**config.mk**
```make
export PLATFORM = sky130hd
export DESIGN_NAME = flash_id_host
export DESIGN_NICKNAME = d
export VERILOG_FILES = /design/src/flash_bus_cycle.v /design/src/flash_id_host.v
export VERILOG_INCLUDE_DIRS = /design/src /design/src/src
export SDC_FILE = /design/constraint.sdc
export NUM_CORES = 1
export LEC_CHECK = 0
export BUFFER_PORTS_ARGS = -buffer_cell sky130_fd_sc_hd__buf_4
export CAP_MARGIN = 5
export CORE_ASPECT_RATIO = 1.75
export CORE_MARGIN = 3
export CORE_UTILIZATION = 50
export DETAILED_ROUTE_END_ITERATION = 12
export PLACE_DENSITY_LB_ADDON = 0.3
export SYNTH_ARGS = -nofsm -noshare
export SYNTH_HDL_FRONTEND = slang
export SYNTH_SLANG_ARGS = --single-unit
```
**constraint.sdc**
```tcl
create_clock -name aclk -period 5.8 [get_ports aclk]
set_input_delay 1.16 -clock aclk [delete_from_list [all_inputs] [get_ports aclk]]
set_output_delay 1.16 -clock aclk [all_outputs]
set_load 0.01 [all_outputs]
```
**src/flash_host_regs.vh**
```
`ifndef FLASH_HOST_REGS_VH
`define FLASH_HOST_REGS_VH

// register word offsets (byte addresses)
`define REG_CTRL         8'h00
`define REG_ADDR         8'h04
`define REG_WDATA        8'h08
`define REG_STATUS       8'h0C
`define REG_RDATA        8'h10
`define REG_PROT         8'h14
`define REG_SECT         8'h18

// control word fields
`define CTRL_OP          3:0
`define CTRL_AUTO_RST    4
`define CTRL_HV_RST      5
`define CTRL_SEL         7:6

// status word fields
`define STAT_BUSY        0
`define STAT_DONE        1
`define STAT_REFUSED     2
`define STAT_LOCKOUT     3
`define STAT_ID_MODE     4
`define STAT_TIMEOUT     5
`define STAT_HV_RST      6

// operation codes
`define OP_READ          4'h0
`define OP_WRITE         4'h1
`define OP_RESET         4'h2
`define OP_ASEL          4'h3
`define OP_PROG          4'h4
`define OP_HVID          4'h5

// identification selections on address lines one and zero
`define HVSEL_MANUF      2'h0
`define HVSEL_DEVICE     2'h1
`define HVSEL_PROT       2'h2

// command cycle addresses and data (word mode)
`define UNLOCK1_ADDR     12'h555
`define UNLOCK2_ADDR     12'h2AA
`define UNLOCK1_DATA     16'h00AA
`define UNLOCK2_DATA     16'h0055
`define CMD_ASEL         16'h0090
`define CMD_PROG         16'h00A0
`define CMD_RESET        16'h00F0

`define TIMEOUT_FLAG_POS 5
`define NUM_SECTORS      5'h16

// reset values
`define RST_ADDR         19'h00000
`define RST_WDATA        16'h0000
`define RST_SECT         5'h00
`define RST_PROT         22'h000000

// timing
`define CLK_PERIOD_NS    8
`define T_GLITCH_NS      5
`define T_WP_NS          35
`define T_ACC_NS         70
`define SYNC_CYCLES      2
`define GLITCH_CYCLES    ((`T_GLITCH_NS + `CLK_PERIOD_NS - 1) / `CLK_PERIOD_NS)
`define WP_CYCLES        ((`T_WP_NS + `CLK_PERIOD_NS - 1) / `CLK_PERIOD_NS)
`define ACC_CYCLES       ((`T_ACC_NS + `CLK_PERIOD_NS - 1) / `CLK_PERIOD_NS)

`endif

```
**src/flash_bus_cycle.v**
```verilog
`timescale 1ns/1ps
`include "flash_host_regs.vh"
module flash_bus_cycle (
   input  wire        aclk,         // system clock
   input  wire        aresetn,      // synchronous reset, active low
   input  wire        start,        // one-cycle request for a bus cycle
   input  wire        is_write,     // 1 write cycle, 0 read cycle
   input  wire        hv,           // drive high voltage on identification line
   input  wire [18:0] addr,         // cycle address
   input  wire [15:0] wdata,        // write data
   output reg         done,         // one-cycle completion pulse
   output reg  [15:0] rdata,        // data captured by a read
   output reg  [18:0] fl_addr,      // flash address lines
   output reg  [15:0] fl_dq_o,      // flash data out
   output reg         fl_dq_oe,     // flash data enable
   input  wire [15:0] fl_dq_i,      // flash data in
   output reg         fl_ce_n,      // chip select, active low
   output reg         fl_oe_n,      // output enable, active low
   output reg         fl_we_n,      // write strobe, active low
   output reg         fl_hv_id_en   // high voltage on identification line
);
   localparam B_IDLE   = 4'b0001;
   localparam B_SETUP  = 4'b0010;
   localparam B_STROBE = 4'b0100;
   localparam B_HOLD   = 4'b1000;
   // strobe is several cycles, far above the glitch limit
   localparam integer WP_N = `WP_CYCLES;
   localparam integer RD_N = `ACC_CYCLES + `SYNC_CYCLES;
   localparam [3:0]   WP_C = WP_N[3:0];
   localparam [3:0]   RD_C = RD_N[3:0];

   reg [3:0]  state;
   reg [3:0]  cnt;
   reg        wr_q;
   reg [15:0] dq_s1;
   reg [15:0] dq_s2;

   // pin data passes two flops before use
   always @(posedge aclk) begin
      if (!aresetn) begin
         dq_s1 <= 16'h0000;
         dq_s2 <= 16'h0000;
      end else begin
         dq_s1 <= fl_dq_i;
         dq_s2 <= dq_s1;
      end
   end

   // one bus cycle: address setup, strobe, release with data hold
   always @(posedge aclk) begin
      if (!aresetn) begin
         state       <= B_IDLE;
         cnt         <= 4'h0;
         wr_q        <= 1'b0;
         done        <= 1'b0;
         rdata       <= 16'h0000;
         fl_addr     <= `RST_ADDR;
         fl_dq_o     <= 16'h0000;
         fl_dq_oe    <= 1'b0;
         fl_ce_n     <= 1'b1;
         fl_oe_n     <= 1'b1;
         fl_we_n     <= 1'b1;
         fl_hv_id_en <= 1'b0;
      end else begin
         done <= 1'b0;
         case (state)
            B_IDLE: begin
               if (start) begin
                  fl_addr     <= addr;
                  fl_dq_o     <= wdata;
                  fl_dq_oe    <= is_write;
                  fl_hv_id_en <= hv & ~is_write;
                  wr_q        <= is_write;
                  state       <= B_SETUP;
               end
            end
            B_SETUP: begin
               // both strobes fall on one edge so address is stable at the later fall
               fl_ce_n <= 1'b0;
               if (wr_q) begin
                  fl_we_n <= 1'b0;
               end else begin
                  fl_oe_n <= 1'b0;
               end
               cnt   <= 4'h1;
               state <= B_STROBE;
            end
            B_STROBE: begin
               if (cnt == (wr_q ? WP_C : RD_C)) begin
                  fl_ce_n <= 1'b1;
                  fl_we_n <= 1'b1;
                  fl_oe_n <= 1'b1;
                  if (!wr_q) begin
                     rdata <= dq_s2;
                  end
                  state <= B_HOLD;
               end else begin
                  cnt <= cnt + 4'h1;
               end
            end
            B_HOLD: begin
               // data held one cycle past the rising strobe
               fl_dq_oe    <= 1'b0;
               fl_hv_id_en <= 1'b0;
               done        <= 1'b1;
               state       <= B_IDLE;
            end
            default: state <= B_IDLE;
         endcase
      end
   end
endmodule // flash_bus_cycle

```
**src/flash_id_host.v**
```verilog
// Overview of operation
// - high-voltage id read: select, output enable low
// - id pattern on lines six, one, zero
// - protect verify: sector bits, one high, zero low
// - protect all sectors before unprotecting
// - host holds strobes non-writing when idle
// - host resets after timeout if auto reset is set; identification mode stays until a reset op
// - command identification: codes at offsets
`timescale 1ns/1ps
`include "flash_host_regs.vh"
module flash_id_host (
   input  wire        aclk,                           // system clock, 125 MHz
   input  wire        aresetn,                        // synchronous reset, active low
   input  wire [7:0]  s_axi_awaddr,                   // write address
   input  wire        s_axi_awvalid,                  // write address valid
   output wire        s_axi_awready,                  // write address ready
   input  wire [31:0] s_axi_wdata,                    // write data
   input  wire [3:0]  s_axi_wstrb,                    // write byte lanes
   input  wire        s_axi_wvalid,                   // write data valid
   output wire        s_axi_wready,                   // write data ready
   output reg  [1:0]  s_axi_bresp,                    // write response
   output reg         s_axi_bvalid,                   // write response valid
   input  wire        s_axi_bready,                   // write response ready
   input  wire [7:0]  s_axi_araddr,                   // read address
   input  wire        s_axi_arvalid,                  // read address valid
   output wire        s_axi_arready,                  // read address ready
   output reg  [31:0] s_axi_rdata,                    // read data
   output reg  [1:0]  s_axi_rresp,                    // read response
   output reg         s_axi_rvalid,                   // read data valid
   input  wire        s_axi_rready,                   // read data ready
   output wire [18:0] flash_addr,                     // flash address lines
   output wire [15:0] flash_dq_o,                     // flash data out
   output wire        flash_dq_oe,                    // flash data enable
   input  wire [15:0] flash_dq_i,                     // flash data in
   output wire        flash_ce_n,                     // chip select
   output wire        flash_oe_n,                     // output enable
   output wire        flash_we_n,                     // write strobe
   output wire        identification_address_line_hv, // high voltage on id line
   output reg         reset_pin_hv,                   // high voltage on reset pin
   input  wire        supply_ok                       // supply above lockout threshold
);
   localparam S_IDLE  = 4'b0001;
   localparam S_ISSUE = 4'b0010;
   localparam S_WAIT  = 4'b0100;
   localparam S_POST  = 4'b1000;
   localparam [1:0] RESP_OKAY   = 2'b00;
   localparam [1:0] RESP_SLVERR = 2'b10;

   reg  [3:0]  state;
   reg  [3:0]  op;
   reg         auto_rst;
   reg  [1:0]  sel;
   reg  [1:0]  step;
   reg         cyc_start;
   reg         done_flag;
   reg         refused;
   reg         id_mode;
   reg         timeout_seen;
   reg  [21:0] prot_mask;
   reg  [18:0] cur_addr;
   reg  [15:0] cur_wdata;
   reg  [4:0]  sect;
   reg         hv_rst_req;
   reg         sup_s1;
   reg         sup_s2;
   reg         aw_got;
   reg         w_got;
   reg  [7:0]  aw_q;
   reg  [31:0] wd_q;
   reg  [3:0]  ws_q;
   reg         st_wr;
   reg         st_hv;
   reg         st_last;
   reg  [18:0] st_addr;
   reg  [15:0] st_data;
   reg  [31:0] rd_mux;
   reg         rd_ok;
   wire        cyc_done;
   wire [15:0] cyc_rdata;
   wire        lockout;
   wire        busy;
   wire        wr_fire;
   wire        start_req;
   wire [31:0] lane;
   wire        op_writes;
   wire [11:0] u_addr;
   wire [15:0] u_data;

   assign lockout   = ~sup_s2;
   assign busy      = (state != S_IDLE);
   assign wr_fire   = aw_got & w_got & ~s_axi_bvalid;
   assign start_req = wr_fire & (aw_q == `REG_CTRL) & ws_q[0];
   assign lane      = {{8{ws_q[3]}}, {8{ws_q[2]}}, {8{ws_q[1]}}, {8{ws_q[0]}}};
   assign op_writes = (wd_q[`CTRL_OP] != `OP_READ) && (wd_q[`CTRL_OP] != `OP_HVID);
   assign u_addr    = step[0] ? `UNLOCK2_ADDR : `UNLOCK1_ADDR;
   assign u_data    = step[0] ? `UNLOCK2_DATA : `UNLOCK1_DATA;

   // supply indication is a pin: two flops before use
   always @(posedge aclk) begin
      if (!aresetn) begin
         sup_s1 <= 1'b0;
         sup_s2 <= 1'b0;
      end else begin
         sup_s1 <= supply_ok;
         sup_s2 <= sup_s1;
      end
   end

   // bus cycle for the current step of the current operation
   always @* begin
      st_wr   = 1'b0;
      st_hv   = 1'b0;
      st_last = 1'b1;
      st_addr = cur_addr;
      st_data = cur_wdata;
      case (op)
         `OP_READ: st_wr = 1'b0;
         `OP_WRITE: st_wr = 1'b1;
         `OP_RESET: begin
            st_wr   = 1'b1;
            st_addr = `RST_ADDR;
            st_data = `CMD_RESET;
         end
         `OP_ASEL: begin
            // two unlocks, then bank address with the identify command
            st_wr = 1'b1;
            if (step == 2'd2) begin
               st_addr = {cur_addr[18:12], `UNLOCK1_ADDR};
               st_data = `CMD_ASEL;
            end else begin
               st_last = 1'b0;
               st_addr = {7'h00, u_addr};
               st_data = u_data;
            end
         end
         `OP_PROG: begin
            // full unlock sequence so a lone write never programs
            st_wr = 1'b1;
            if (step == 2'd3) begin
               st_addr = cur_addr;
            end else if (step == 2'd2) begin
               st_last = 1'b0;
               st_addr = {7'h00, `UNLOCK1_ADDR};
               st_data = `CMD_PROG;
            end else begin
               st_last = 1'b0;
               st_addr = {7'h00, u_addr};
               st_data = u_data;
            end
         end
         `OP_HVID: begin
            // sector bits from the address, line six low, lines one and zero from selection
            st_hv   = 1'b1;
            st_addr = {cur_addr[18:12], 5'h00, 1'b0, 4'h0, sel};
         end
         default: st_wr = 1'b0;
      endcase
   end

   // operation sequencer
   always @(posedge aclk) begin
      if (!aresetn) begin
         state        <= S_IDLE;
         op           <= `OP_READ;
         auto_rst     <= 1'b0;
         sel          <= `HVSEL_MANUF;
         step         <= 2'd0;
         cyc_start    <= 1'b0;
         done_flag    <= 1'b0;
         refused      <= 1'b0;
         id_mode      <= 1'b0;
         timeout_seen <= 1'b0;
         prot_mask    <= `RST_PROT;
      end else begin
         cyc_start <= 1'b0;
         case (state)
            S_IDLE: begin
               if (start_req) begin
                  if (lockout && op_writes) begin
                     refused <= 1'b1;
                  end else begin
                     op        <= wd_q[`CTRL_OP];
                     auto_rst  <= wd_q[`CTRL_AUTO_RST];
                     sel       <= wd_q[`CTRL_SEL];
                     step      <= 2'd0;
                     done_flag <= 1'b0;
                     refused   <= 1'b0;
                     state     <= S_ISSUE;
                  end
               end
            end
            S_ISSUE: begin
               // a write step met with low supply is dropped, not issued
               if (lockout && st_wr) begin
                  refused   <= 1'b1;
                  done_flag <= 1'b1;
                  state     <= S_IDLE;
               end else begin
                  cyc_start <= 1'b1;
                  state     <= S_WAIT;
               end
            end
            S_WAIT: begin
               if (cyc_done) begin
                  if (st_last) begin
                     state <= S_POST;
                  end else begin
                     step  <= step + 2'd1;
                     state <= S_ISSUE;
                  end
               end
            end
            S_POST: begin
               done_flag <= 1'b1;
               state     <= S_IDLE;
               if (op == `OP_ASEL) begin
                  id_mode <= 1'b1;
               end
               if (op == `OP_RESET) begin
                  id_mode <= 1'b0;
               end
               if (op == `OP_HVID && sel == `HVSEL_PROT && sect < `NUM_SECTORS) begin
                  prot_mask[sect] <= cyc_rdata[0];
               end
               // timeout flag seen during a status read: issue the reset command
               if (op == `OP_READ && auto_rst && cyc_rdata[`TIMEOUT_FLAG_POS]) begin
                  timeout_seen <= 1'b1;
                  op           <= `OP_RESET;
                  step         <= 2'd0;
                  done_flag    <= 1'b0;
                  state        <= S_ISSUE;
               end
            end
            default: state <= S_IDLE;
         endcase
         if (start_req && busy) begin
            refused <= 1'b1;
         end
      end
   end

   // reset-pin high voltage only once every sector reads back protected
   always @(posedge aclk) begin
      if (!aresetn) begin
         reset_pin_hv <= 1'b0;
      end else begin
         reset_pin_hv <= hv_rst_req & (&prot_mask) & ~lockout;
      end
   end

   // register bus write side: address and data may arrive in either order
   always @(posedge aclk) begin
      if (!aresetn) begin
         aw_got       <= 1'b0;
         w_got        <= 1'b0;
         aw_q         <= 8'h00;
         wd_q         <= 32'h00000000;
         ws_q         <= 4'h0;
         s_axi_bvalid <= 1'b0;
         s_axi_bresp  <= RESP_OKAY;
         cur_addr     <= `RST_ADDR;
         cur_wdata    <= `RST_WDATA;
         sect         <= `RST_SECT;
         hv_rst_req   <= 1'b0;
      end else begin
         if (s_axi_awvalid && !aw_got) begin
            aw_got <= 1'b1;
            aw_q   <= s_axi_awaddr;
         end
         if (s_axi_wvalid && !w_got) begin
            w_got <= 1'b1;
            wd_q  <= s_axi_wdata;
            ws_q  <= s_axi_wstrb;
         end
         if (wr_fire) begin
            s_axi_bvalid <= 1'b1;
            s_axi_bresp  <= RESP_OKAY;
            case (aw_q)
               `REG_CTRL: begin
                  if (ws_q[0]) begin
                     hv_rst_req <= wd_q[`CTRL_HV_RST];
                  end
               end
               `REG_ADDR: cur_addr <= (cur_addr & ~lane[18:0]) | (wd_q[18:0] & lane[18:0]);
               `REG_WDATA: cur_wdata <= (cur_wdata & ~lane[15:0]) | (wd_q[15:0] & lane[15:0]);
               `REG_SECT: begin
                  if (ws_q[0]) begin
                     sect <= wd_q[4:0];
                  end
               end
               `REG_STATUS, `REG_RDATA, `REG_PROT: s_axi_bresp <= RESP_OKAY;
               default: s_axi_bresp <= RESP_SLVERR;
            endcase
         end
         if (s_axi_bvalid && s_axi_bready) begin
            s_axi_bvalid <= 1'b0;
            aw_got       <= 1'b0;
            w_got        <= 1'b0;
         end
      end
   end

   assign s_axi_awready = ~aw_got;
   assign s_axi_wready  = ~w_got;
   assign s_axi_arready = ~s_axi_rvalid;

   // read decode
   always @* begin
      rd_ok  = 1'b1;
      rd_mux = 32'h00000000;
      case (s_axi_araddr)
         `REG_CTRL: rd_mux = {24'h000000, sel, 1'b0, auto_rst, op};
         `REG_ADDR: rd_mux = {13'h0000, cur_addr};
         `REG_WDATA: rd_mux = {16'h0000, cur_wdata};
         `REG_STATUS: rd_mux = {25'h0000000, reset_pin_hv, timeout_seen, id_mode, lockout, refused, done_flag, busy};
         `REG_RDATA: rd_mux = {16'h0000, cyc_rdata};
         `REG_PROT: rd_mux = {10'h000, prot_mask};
         `REG_SECT: rd_mux = {27'h0000000, sect};
         default: rd_ok = 1'b0;
      endcase
   end

   // register bus read side, answer one cycle after the address is taken
   always @(posedge aclk) begin
      if (!aresetn) begin
         s_axi_rvalid <= 1'b0;
         s_axi_rdata  <= 32'h00000000;
         s_axi_rresp  <= RESP_OKAY;
      end else if (s_axi_arvalid && !s_axi_rvalid) begin
         s_axi_rvalid <= 1'b1;
         s_axi_rdata  <= rd_mux;
         s_axi_rresp  <= rd_ok ? RESP_OKAY : RESP_SLVERR;
      end else if (s_axi_rvalid && s_axi_rready) begin
         s_axi_rvalid <= 1'b0;
      end
   end

   flash_bus_cycle u_cycle (
      .aclk        (aclk),
      .aresetn     (aresetn),
      .start       (cyc_start),
      .is_write    (st_wr),
      .hv          (st_hv),
      .addr        (st_addr),
      .wdata       (st_data),
      .done        (cyc_done),
      .rdata       (cyc_rdata),
      .fl_addr     (flash_addr),
      .fl_dq_o     (flash_dq_o),
      .fl_dq_oe    (flash_dq_oe),
      .fl_dq_i     (flash_dq_i),
      .fl_ce_n     (flash_ce_n),
      .fl_oe_n     (flash_oe_n),
      .fl_we_n     (flash_we_n),
      .fl_hv_id_en (identification_address_line_hv)
   );
endmodule // flash_id_host

```
==> results.md <==
- The run finished with clean final reports.
- The half-perimeter wire length of the detailed placement result is 20.6 mm.
- The number of global-route vias before repair is approximately 8,100.
- Counting flops and latches in the post-synthesis netlist gives 240.
- The vias after detailed routing is about 8,600.
- In the global route stage, met3 resource usage came out at around 3%.
- The leading cell type in the layout, fill and taps excluded is dfxtp_1.
- The share of the clock period used by the worst path after layout is about 46%.
- The count of port buffers added during placement is between 100 and 150.
- The number of buffers inserted by hold repair at cts is 0.
- Setup repair after global routing left no endpoint under its margin.
- The number of buffers created by CTS is 21.
- The leakage power figure is ~4.6 nW.
- The Yosys step of the flow raised 0 warnings.
- The final count of negative-setup-slack endpoints is 0.
- Counting every instance in the synthesized netlist gives between 1,000 and 1,500.
- The clock tree from TritonCTS is done.
- The endpoint required time on the critical path is just over 6 ns.
- In the routed design, unresolved DRC markers number 0.
- The remaining antenna violation count after routing is 0.
- The H-tree depth is 1.
- The count of standard-cell rows is slightly below 70.
- The layer flagged by global routing as most heavily used is met2.
- The path type of the worst setup path is reg2reg.
- The area added between synthesis and finish is 15.9%.
- The met1 track demand over resource in global routing is a little over a quarter.
- The clock-pin transition on the worst setup and hold timing paths is 0.07 ns.
- Before CTS, the worst setup slack after placement is 2.74 ns.
- At the end of routability-driven placement, the weighted congestion stood at slightly below 1.
- The largest net degree at the start of global routing is just over 100.
- The met2 global-route usage is 42.7%.
- Of all nets on the critical path, the largest fanout is 13.
- The endpoint type of the worst setup path is a flip-flop.
- The maximum vdd drop is ~0.28 mV.
- Dividing the detail-routed wire length by the instance count gives around 19 um.
- The first global-routing pass estimated 43.0 mm of wire.
- For this run, the detailed router's first-pass iteration total came to 6.
- The post-layout minimum cycle time is between 2 and 3 ns.
- After synthesis, the share of flip-flops with an asynchronous set or reset is 0%.
- Clock tree synthesis selected as its root buffer the cell clkbuf_16.
- The post-detailed-route via-to-cell ratio is between 5 and 6.
- The final number of hold-violating endpoints is 0.
- The setup check on the worst reg-to-reg path leaves a slack of around 3.1 ns.
- Of the synthesized area, sequential elements account for 46.4%.
- The total negative slack for setup checks is 0 ns.
- The data arrival time of the critical path is 3.03 ns.
- The post-cts resize count is 0.
- The core area is ~0.020 mm2.
- The mean area per synthesized cell is 8.91 um2.
- The total count of max-transition violations in the final report is 0.
- Dividing total power by cell area gives a power density of approximately 270 mW/mm2.
- The post-placement cell count is 1,465.
- The number of flops mapped to enable cells by yosys is 0.
- Measured against its own limit, the worst slew margin works out to a little over a quarter.
- The DRC marker count from the first detailed-route iteration is around 690.
- The count of distinct cell types in the synthesized netlist is 75.
- After layout, the worst setup slack is 3.11 ns.
- The fmax is 372 MHz.
- Summed over all layers, the global routing overflow is 0.
- The path class of the tightest hold or removal check is reg2reg.
- The initial antenna violation count is 0.
- The top flip-flop cell by instance count after synthesis is dfxtp_1.
- The later pin in the worst-skew pair is clocked with a latency of ~0.50 ns.
- In the layout the commonest cells are dfxtp_1 (240), nand2_1 (213), buf_4 (137).
- At the pin with the least slew margin, the transition time is between 1 and 1.5 ns.
- The final clock skew is about 0.013 ns.
- In the final layout, the share of cells above drive strength 1 is 16.5%.
- The type of element launching the critical path is a flip-flop.
- The die covers ~0.023 mm2.
- Pin placement for this block handled around 160 I/O pins.
- For this run, the number of standard cells in the final layout without fillers is 1,503.
- The final layout contains routed wiring with a total length of 27.8 mm.
- After the last flow step, the layout net total stands at about 1,300.
- The number of buffers on the longest clock path is 3.
- The tool flagged a number of max-cap violations equal to 0.
- The die is 196 um tall.
- The repair_antennas step left the layout with diodes totalling 0.
- The global routing usage summed across all routing layers is a little under a quarter.
- The area of the mapped netlist is between 0.01 and 0.015 mm2.
- The width of the chip is 115 um.
- The starting density of the core is between 50% and 60%.
- The setup fix buffers added after clock tree synthesis is 0.
- The clock net in this run drives a total of 240 sinks.
[Yosys cell counts (all sizes together) (6+ instances only)]
master,n,area share (%)
dfxtp,240,46
nand2,214,7.8
a21boi,86,6.2
clkbuf,71,2.6
mux2i,52,5.0
nor2,49,1.8
and2,48,2.9
nor2b,48,2.9
o21ai,39,2.0
a21oi,32,1.5
nand3,32,1.6
buf,20,1.2
o211ai,17,1.2
a22oi,16,1.2
mux2,16,1.7
o31ai,16,1.2
inv,13,0.47
nand2b,12,0.73
o22ai,11,0.67
nand3b,8,0.58
nor3b,8,0.68
nand4,7,0.42
nor4b,7,0.71
o21a,7,0.51
or4b,6,0.62
[per-layer routing]
| metal | vias up | part of all wire [%] |
|---|---|---|
| met4 | 0 | 6.5 |
| met2 | 315 | 51 |
| met5 | - | 0 |
| met3 | 91 | 5.3 |
| li1 | 4168 | - |
| met1 | 4011 | 37 |
[critical path, cell delays in order (launching register included)]
cell and delay (ns):
dfxtp_1 0.62, nor3b_1 0.64, and4_1 0.45, nand3b_1 0.39
nand2b_1 0.30, mux2i_1 0.13
[cell type report]
type                       count  area [um2]
clock buffer                  30         589
clock inverter                 7        66.3
sequential                   240        4800
timing repair buffer         137        1030
tap                          248         310
multi-input combinational    828        5140
fill                        1833        8300
inverter                      13        48.8
[kinds of logic (layout without fill, tap and decap cells)]
logic type               count (synthesis)  in the layout  synth area share, %
AO/OA/AOI/OAI                          264            264                 17.8
XOR/XNOR                                 3              3                0.254
adder cells (fa/ha/maj)                  5              5                0.605
buffers and inverters                  104            187                 4.27
flip-flops                             240            240                 46.4
multiplexers                            69             69                 6.99
other                                    1             12               0.0363
AND/OR/NAND/NOR                        475            475                 23.6
[final timing paths]
check / start / to / depth (start not counted)
setup reg to reg: op[2]$_SDFFE_PN0P_ / prot_mask[5]$_SDFFE_PN0P_ / 5
setup / recovery: op[2]$_SDFFE_PN0P_ / prot_mask[5]$_SDFFE_PN0P_ / 5
hold / removal: u_cycle.dq_s1[10]$_SDFF_PN0_ / u_cycle.dq_s2[10]$_SDFF_PN0_ / 1
hold reg to reg: u_cycle.dq_s1[10]$_SDFF_PN0_ / u_cycle.dq_s2[10]$_SDFF_PN0_ / 1
[stage by stage]
stage          hold slack [ns]  instance area [um2]  util (%)  total power [W]
2_1_floorplan            0.412                10400         -          0.00188
3_3_place_gp             0.416                11300      55.8          0.00195
3_5_place_dp             0.419                11300      55.8          0.00195
4_1_cts                  0.434                12000      59.1          0.00330
5_1_grt                  0.447                12000      59.1          0.00338
6_report                 0.432                12000      59.1          0.00327
[where the power goes]
| part | switching [W] | internal, W |
|---|---|---|
| clock network | 0.000597 | 0.000754 |
| logic | 0.000112 | 0.0000971 |
| registers | 0.0000312 | 0.00168 |
| total | 0.000740 | 0.00253 |
(Power assumes the default switching activity.)
